File: src/inc/uart_ctrl_pkg.sv
// constants, types and helpers shared by the serial port control register and its receive fifo
package uart_ctrl_pkg;

    // register addresses on the special function bus
    localparam logic [7:0] CONTROL_ADDR = 8'h00_c8;
    localparam logic [7:0] DATA_ADDR = 8'h00_99;
    localparam logic [7:0] CONTROL_RESET = 8'h00_00;
    localparam logic [7:0] READ_IDLE = 8'h00_00;

    // bit positions inside the control register
    localparam int OVERRUN_POS = 7;
    localparam int PARITY_ERR_POS = 6;
    localparam int RESERVED_POS = 5;
    localparam int RX_ENABLE_POS = 4;
    localparam int TX_EXTRA_POS = 3;
    localparam int RX_EXTRA_POS = 2;
    localparam int TX_DONE_POS = 1;
    localparam int RX_PENDING_POS = 0;

    // receive fifo geometry
    localparam int FIFO_DEPTH = 2;
    localparam int FIFO_PTR_W = 1;
    localparam int FIFO_CNT_W = 2;

    // parity type selector codes
    localparam logic [1:0] PARITY_ODD = 2'h0;
    localparam logic [1:0] PARITY_EVEN = 2'h1;
    localparam logic [1:0] PARITY_MARK = 2'h2;
    localparam logic [1:0] PARITY_SPACE = 2'h3;

    // one character as delivered by the receive shifter
    typedef struct packed {
        logic valid;
        logic [7:0] data;
        logic extra;
        logic stop;
    } rx_char_type;

    // one fifo entry
    typedef struct packed {
        logic [7:0] data;
        logic extra;
        logic stop;
        logic parity_bad;
    } rx_entry_type;

    // true when the received parity bit disagrees with the selected type
    function automatic logic parity_mismatch(input logic [7:0] data, input logic pbit,
                                             input logic [1:0] ptype);
        logic expect_bit;
        expect_bit = 1'b0;
        case (ptype)
            PARITY_ODD: expect_bit = ~(^data);
            PARITY_EVEN: expect_bit = ^data;
            PARITY_MARK: expect_bit = 1'b1;
            default: expect_bit = 1'b0;
        endcase
        return pbit != expect_bit;
    endfunction : parity_mismatch

    // new value of one control bit after a byte or bit write
    function automatic logic apply_write(input logic cur, input logic [7:0] mask,
                                         input logic [7:0] val, input int pos);
        return mask[pos] ? val[pos] : cur;
    endfunction : apply_write

endpackage : uart_ctrl_pkg

File: src/hw/rx_byte_fifo.sv
// receive fifo holding characters until software reads the data buffer
`timescale 1ns/10ps
module rx_byte_fifo (
    input wire logic ref_clk,
    input wire logic rst,
    input wire logic push,
    input uart_ctrl_pkg::rx_entry_type push_entry,
    input wire logic pop,
    output uart_ctrl_pkg::rx_entry_type head,
    output logic full,
    output logic empty
);
    uart_ctrl_pkg::rx_entry_type mem [uart_ctrl_pkg::FIFO_DEPTH];
    logic [uart_ctrl_pkg::FIFO_PTR_W-1:0] wr_ptr;
    logic [uart_ctrl_pkg::FIFO_PTR_W-1:0] rd_ptr;
    logic [uart_ctrl_pkg::FIFO_CNT_W-1:0] count;
    logic [uart_ctrl_pkg::FIFO_PTR_W-1:0] next_wr_ptr;
    logic [uart_ctrl_pkg::FIFO_PTR_W-1:0] next_rd_ptr;
    logic [uart_ctrl_pkg::FIFO_CNT_W-1:0] next_count;
    logic do_push;
    logic do_pop;

    assign full = count == uart_ctrl_pkg::FIFO_CNT_W'(uart_ctrl_pkg::FIFO_DEPTH);
    assign empty = count == '0;
    assign head = mem[rd_ptr];

    // pointer and count update; callers never push when full nor pop when empty
    always_comb begin
        do_push = push && !full;
        do_pop = pop && !empty;
        next_wr_ptr = do_push ? wr_ptr + 1'b1 : wr_ptr;
        next_rd_ptr = do_pop ? rd_ptr + 1'b1 : rd_ptr;
        next_count = count;
        if (do_push && !do_pop) begin
            next_count = count + 1'b1;
        end else if (do_pop && !do_push) begin
            next_count = count - 1'b1;
        end
    end

    always_ff @(posedge ref_clk) begin
        if (rst) begin
            wr_ptr <= '0;
            rd_ptr <= '0;
            count <= '0;
        end else begin
            wr_ptr <= next_wr_ptr;
            rd_ptr <= next_rd_ptr;
            count <= next_count;
        end
    end

    // storage has no reset; only written slots are ever read out
    always_ff @(posedge ref_clk) begin
        if (do_push) begin
            mem[wr_ptr] <= push_entry;
        end
    end

endmodule : rx_byte_fifo

File: src/hw/uart_serial_control.sv
// serial port control and status register with its receive path
`timescale 1ns/10ps
module uart_serial_control (
    input wire logic ref_clk,
    input wire logic rst,
    input wire logic [7:0] sfr_addr,
    input wire logic sfr_wr,
    input wire logic sfr_bit_wr,
    input wire logic sfr_rd,
    input wire logic [7:0] sfr_wdata,
    input wire logic sfr_bit_val,
    input uart_ctrl_pkg::rx_char_type rx_char,
    input wire logic rx_parity_bit,
    input wire logic tx_done,
    input wire logic parity_enable,
    input wire logic [1:0] parity_type,
    input wire logic extra_bit_mode_enable,
    input wire logic multiproc_enable,
    output logic [7:0] sfr_rdata,
    output logic rx_overrun_flag,
    output logic parity_error_flag,
    output logic receive_enable,
    output logic transmit_extra_bit,
    output logic extra_receive_bit,
    output logic transmit_done_flag,
    output logic receive_pending_flag
);
    // fifo connections
    uart_ctrl_pkg::rx_entry_type push_entry;
    uart_ctrl_pkg::rx_entry_type head;
    uart_ctrl_pkg::rx_entry_type last_entry;
    uart_ctrl_pkg::rx_entry_type shown;
    uart_ctrl_pkg::rx_entry_type next_last_entry;
    logic push;
    logic pop;
    logic full;
    logic empty;

    // decoded software access
    logic control_hit;
    logic control_bit_hit;
    logic data_read;
    logic [7:0] wr_mask;
    logic [7:0] wr_val;

    // next values of the control register bits and read data
    logic next_overrun;
    logic next_parity_err;
    logic next_rx_enable;
    logic next_tx_extra;
    logic next_tx_done;
    logic next_rx_extra;
    logic next_rx_pending;
    logic [7:0] next_rdata;
    logic [7:0] control_view;
    logic char_accept;
    logic overrun_event;
    logic parity_event;

    rx_byte_fifo u_rx_fifo (
        .ref_clk(ref_clk),
        .rst(rst),
        .push(push),
        .push_entry(push_entry),
        .pop(pop),
        .head(head),
        .full(full),
        .empty(empty)
    );

    // address decode for byte access and single bit access of the control register
    always_comb begin
        control_hit = sfr_addr == uart_ctrl_pkg::CONTROL_ADDR;
        control_bit_hit = sfr_addr[7:3] == uart_ctrl_pkg::CONTROL_ADDR[7:3];
        data_read = sfr_rd && sfr_addr == uart_ctrl_pkg::DATA_ADDR;
        wr_mask = 8'h00_00;
        wr_val = 8'h00_00;
        if (sfr_wr && control_hit) begin
            wr_mask = 8'h00_ff;
            wr_val = sfr_wdata;
        end else if (sfr_bit_wr && control_bit_hit) begin
            wr_mask = 8'h00_01 << sfr_addr[2:0];
            wr_val = {8{sfr_bit_val}};
        end
    end

    // receive path: filter by multiprocessor mode, drop when disabled, flag when full
    always_comb begin
        char_accept = !multiproc_enable
            || (extra_bit_mode_enable ? rx_char.extra : rx_char.stop);
        push = rx_char.valid && receive_enable && char_accept && !full;
        overrun_event = rx_char.valid && receive_enable && char_accept && full;
        push_entry.data = rx_char.data;
        push_entry.extra = rx_char.extra;
        push_entry.stop = rx_char.stop;
        push_entry.parity_bad = uart_ctrl_pkg::parity_mismatch(rx_char.data, rx_parity_bit,
                                                               parity_type);
    end

    // reading the data buffer pops the head; an empty buffer replays the last byte
    always_comb begin
        pop = data_read && !empty;
        shown = empty ? last_entry : head;
        next_last_entry = pop ? head : last_entry;
        parity_event = parity_enable && !empty && head.parity_bad;
    end

    // control bits: hardware set wins over a software clear in the same cycle
    always_comb begin
        next_overrun = uart_ctrl_pkg::apply_write(rx_overrun_flag, wr_mask, wr_val,
                                                  uart_ctrl_pkg::OVERRUN_POS)
            | overrun_event;
        next_parity_err = uart_ctrl_pkg::apply_write(parity_error_flag, wr_mask, wr_val,
                                                     uart_ctrl_pkg::PARITY_ERR_POS)
            | parity_event;
        next_rx_enable = uart_ctrl_pkg::apply_write(receive_enable, wr_mask, wr_val,
                                                    uart_ctrl_pkg::RX_ENABLE_POS);
        next_tx_extra = uart_ctrl_pkg::apply_write(transmit_extra_bit, wr_mask, wr_val,
                                                   uart_ctrl_pkg::TX_EXTRA_POS);
        next_tx_done = uart_ctrl_pkg::apply_write(transmit_done_flag, wr_mask, wr_val,
                                                  uart_ctrl_pkg::TX_DONE_POS)
            | tx_done;
        // status bits follow the buffer only; write mask is not applied to them
        next_rx_extra = extra_bit_mode_enable ? shown.extra : shown.stop;
        next_rx_pending = !empty;
    end

    // read data assembled from live register state
    always_comb begin
        control_view = uart_ctrl_pkg::CONTROL_RESET;
        control_view[uart_ctrl_pkg::OVERRUN_POS] = rx_overrun_flag;
        control_view[uart_ctrl_pkg::PARITY_ERR_POS] = parity_error_flag;
        control_view[uart_ctrl_pkg::RESERVED_POS] = 1'b0;
        control_view[uart_ctrl_pkg::RX_ENABLE_POS] = receive_enable;
        control_view[uart_ctrl_pkg::TX_EXTRA_POS] = transmit_extra_bit;
        control_view[uart_ctrl_pkg::RX_EXTRA_POS] = extra_bit_mode_enable ? shown.extra
                                                                           : shown.stop;
        control_view[uart_ctrl_pkg::TX_DONE_POS] = transmit_done_flag;
        control_view[uart_ctrl_pkg::RX_PENDING_POS] = !empty;
        next_rdata = uart_ctrl_pkg::READ_IDLE;
        if (sfr_rd && control_hit) begin
            next_rdata = control_view;
        end else if (data_read) begin
            next_rdata = shown.data;
        end
    end

    // register stage for control bits, status copies and read data
    always_ff @(posedge ref_clk) begin
        if (rst) begin
            rx_overrun_flag <= 1'b0;
            parity_error_flag <= 1'b0;
            receive_enable <= 1'b0;
            transmit_extra_bit <= 1'b0;
            transmit_done_flag <= 1'b0;
            extra_receive_bit <= 1'b0;
            receive_pending_flag <= 1'b0;
            sfr_rdata <= uart_ctrl_pkg::READ_IDLE;
            last_entry <= '0;
        end else begin
            rx_overrun_flag <= next_overrun;
            parity_error_flag <= next_parity_err;
            receive_enable <= next_rx_enable;
            transmit_extra_bit <= next_tx_extra;
            transmit_done_flag <= next_tx_done;
            extra_receive_bit <= next_rx_extra;
            receive_pending_flag <= next_rx_pending;
            sfr_rdata <= next_rdata;
            last_entry <= next_last_entry;
        end
    end

endmodule : uart_serial_control

File: config.mk
export PLATFORM = sky130hd
export DESIGN_NAME = uart_serial_control
export DESIGN_NICKNAME = d
export VERILOG_FILES = /design/src/inc/uart_ctrl_pkg.sv /design/src/hw/rx_byte_fifo.sv /design/src/hw/uart_serial_control.sv
export SDC_FILE = /design/constraint.sdc
export NUM_CORES = 1
export LEC_CHECK = 0
export ABC_AREA = 1
export BUFFER_PORTS_ARGS = -buffer_cell sky130_fd_sc_hd__buf_2
export CELL_PAD_IN_SITES_DETAIL_PLACEMENT = 1
export CELL_PAD_IN_SITES_GLOBAL_PLACEMENT = 1
export CORE_MARGIN = 2
export CORE_UTILIZATION = 39
export DETAILED_ROUTE_END_ITERATION = 12
export HOLD_SLACK_MARGIN = 0.1
export PLACE_DENSITY_LB_ADDON = 0.3
export RECOVER_POWER = 100
export SLEW_MARGIN = 30
export SYNTH_ARGS = -nofsm -noshare
export SYNTH_HDL_FRONTEND = slang
export SYNTH_HIERARCHICAL = 1
export SYNTH_SLANG_ARGS = --single-unit
File: constraint.sdc
create_clock -name ref_clk -period 1.8 [get_ports ref_clk]
set_input_delay 0.18 -clock ref_clk [delete_from_list [all_inputs] [get_ports ref_clk]]
set_output_delay 0.18 -clock ref_clk [all_outputs]
set_load 0.05 [all_outputs]
==> summary.md <==
| Metric | Value |
|---|---|
| Worst Path Max Fanout | 11 |
| Post-route cell area | 0.003032 mm^2 |
| Clk slew on worst S/H paths | 0.10 ns |
| P per Cell Area | 684.8 mW/mm^2 |
| Peak VDD IR | around 0.31 mV |
| Synthesized Nets | 355 |
| HP Start | tx_done |
| CP startpoint kind | input port |
| Most frequent cells in the layout | 93 x nand2_1, 35 x nor2_1, 32 x inv_1 |
| Syn avg cell area | just over 8 um^2 |
| CP endpoint kind | flop |
| Gpl congestion | 0.8221 |
| Register area share after synthesis | 49.61% |
| Final ANT Viol Nets | 0 |
| Worst path max stage delay | 0.52 ns |
| Slew Limit Headroom | 59.72% |
| F_max | ~600 MHz |
| GRT Total Usage | roughly 18% |
| Latest clock arrival within the worst-skew pair | 0.31 ns |
| Yosys top cell by area | edfxtp_1 |
| CTS root buf | clkbuf_8 |
| Gr ovfl total | 0 |
| Worst min path class | input port to flop |
| CTS Sinks | 52 |
| Mapped cell area | 0.002542 mm^2 |
| Router iterations before antenna repair | 4 |
| Warnings from Yosys | 6 |
| Area grow syn2layout | 19.24% |
| Post-CTS sizing | 0 |
| Critical Path Source | rx_char[1] |
| Worst-Margin Slew | 0.6068 ns |
| Slowest CP cell | dlygate4sd3_1 |
| # DRC | 0 |
| Dpl hpwl | 4626 um |
| Final setup viols | 0 |
| Final hold violation count | 0 |
| Detailed Route WL | 5985 um |
| CP bufs+invs | 4 |
| Vias in the first global route | 2271 |
| Avg Vias per Cell | 4.819 |
| Yosys top cell area share | 25.98% |
| Pre-CTS WS | 0.1261 ns |
| Mapped Cells | 314 |
| Static Leak | between 1 and 1.5 nW |
| Pins Over Slew Limit | 0 |
| RSZ-0062 raised after global routing | false |
| N_diodes | 0 |
| Wire per inst | 13.04 um |
| Total vias in the final route | roughly 2200 |
| H-tree depth | 2 |
| Fin crit period | 1.673 ns |
| Total CTS buffers | 5 |
| Initial cell density of the core | 40.27% |
| Worst r2r src | u_rx_fifo/count[0] |
| Synth cell types | 31 |
| # rows | 29 |
| Ports | 55 |
| CTS tree | done |
| Core Box Area | approximately 0.0063 mm^2 |
| Crit path required time | 1.82 ns |
| Crit path kind | input port to flop |
| Clock skew | 0.006247 ns |
| First-pass GRT wire length | 10180 um |
| CTS Buffer Depth | 2 |
| Crit share post-route | 92.93% |
| Final worst slack | 0.1272 ns |
| Die H | ~85 um |
| Synth area leaders | edfxtp_1 26%, dfxtp_1 24%, nand2_1 14% |
| Port bufs | approximately 50 |
| Fin Hold WS | 0.1517 ns |
| Status | finished, final reports clean |
| Final nets | 422 |
| Worst path top cell family by delay | buffers and inverters |
| Maxcap violations | 0 |
| Data arrival, critical path | 1.69 ns |
| Fin Setup TNS | 0 ns |
| #FFs+latches synth | 52 |
| Fill cells | about 800 |
| Die X-Extent | 84.74 um |
| Dpl cell area | ~0.003 mm^2 |
| Commonest non-fill, non-tap cell in the layout | nand2_1 |
| Worst path cell trace | dlygate4sd3_1, buf_2, nand2_1, nand3_1, nand2_1, nor2_1, o21ai_2, clkbuf_1, nor2_1, buf_4 |
| Drt initial violations | 80 |
| Die Area | 0.007181 mm^2 |
| Initial antenna violation count | 0 |
| Layout cell share with drive strength beyond 1 | 18.06% |
| Largest net degree at the start of global routing | 22 |
| Design Power | 2.076 mW |
path summary, 6_finish.rpt:
check | to | slack [ns] | cells past startpoint
hold reg to reg | sfr_rdata[5] | 0.47 | 2
hold / removal | transmit_done_flag | 0.15 | 5
setup / recovery | u_rx_fifo/mem[1][5] | 0.13 | 10
setup reg to reg | u_rx_fifo/count[1] | 0.18 | 11
layout make-up:
type / count / area, um^2 / share of cell area [%]
Clock inverter: 3 / 23.77 / 0.7842
Inverter: 40 / 152.6 / 5.035
Multi-Input combinational cell: 215 / 1075 / 35.45
Tap cell: 77 / 96.34 / 3.178
Timing Repair Buffer: 67 / 354.1 / 11.68
Clock buffer: 5 / 68.82 / 2.270
Sequential cell: 52 / 1261 / 41.60
kinds of logic (layout without fill, tap and decap cells):
group / count (synthesis) / count (layout) / share of synthesized area, %
xor gates and xnor gates: 5 / 5 / 1.723
DFF: 52 / 52 / 49.61
buffers and inverters: 47 / 115 / 7.628
muxes: 11 / 11 / 4.872
AOI/OAI and AO/OA: 29 / 29 / 6.103
adders and majority gates: 1 / 1 / 0.4920
and+or+nand+nor: 169 / 169 / 29.58
tightest hold or removal path: cells and delay by family:
family	cells	cell delay (ns)
buffers and inverters	2	0.12
and+or+nand+nor	3	0.14
sequential cells by signal, summed over array words and instances (netlist names), named ones only:
name / cells
extra_receive_bit: 1
last_entry: 10
parity_error_flag: 1
receive_enable: 1
receive_pending_flag: 1
rx_overrun_flag: 1
sfr_rdata: 8
transmit_done_flag: 1
transmit_extra_bit: 1
u_rx_fifo/count: 2
u_rx_fifo/mem: 22
u_rx_fifo/rd_ptr: 1
u_rx_fifo/wr_ptr: 1
power breakdown:
group          switching (mW)  leakage [nW]  internal (mW)
Sequential            0.00222         0.440           1.23
Combinational           0.103         0.829         0.0681
Clock                   0.398        0.0404          0.276
Total                   0.503          1.31           1.57
Yosys cell counts (all sizes together):
cell and count:
and2 2, inv 38, xnor2 2, nand4 4
xor2 3, a211oi 1, buf 5, nand3b 1
dfxtp 30, ha 1, mux2 11, clkbuf 2
edfxtp 22, a21oi 16, nor2 38, nor3 1
nand2 98, o21ai 12, nand3 25, clkinv 2
per-stage QoR:
stage / utilization [%] / std cells
finish: 48.02 / 459
global route: 48.02 / 459
CTS: 48.55 / 457
detailed placement: 46.14 / 443
global placement: 46.14 / 443
floorplan: - / 314
timing repair:
action                                  4_1_cts  5_1_grt
endpoints found under the hold margin        12        2
hold buffers                                  6        1
endpoints found under the setup margin        0        1
setup buffers                                 0        1
per-layer routing:
layer	share of wire, %	up-vias	track usage [%]
li1	-	1134	-
met1	42	1030	20.60
met2	52	41	33.14
met3	4.2	7	3.048
met4	1.5	0	5.628
met5	0	-	0
Power figures use the tool's default switching activity.
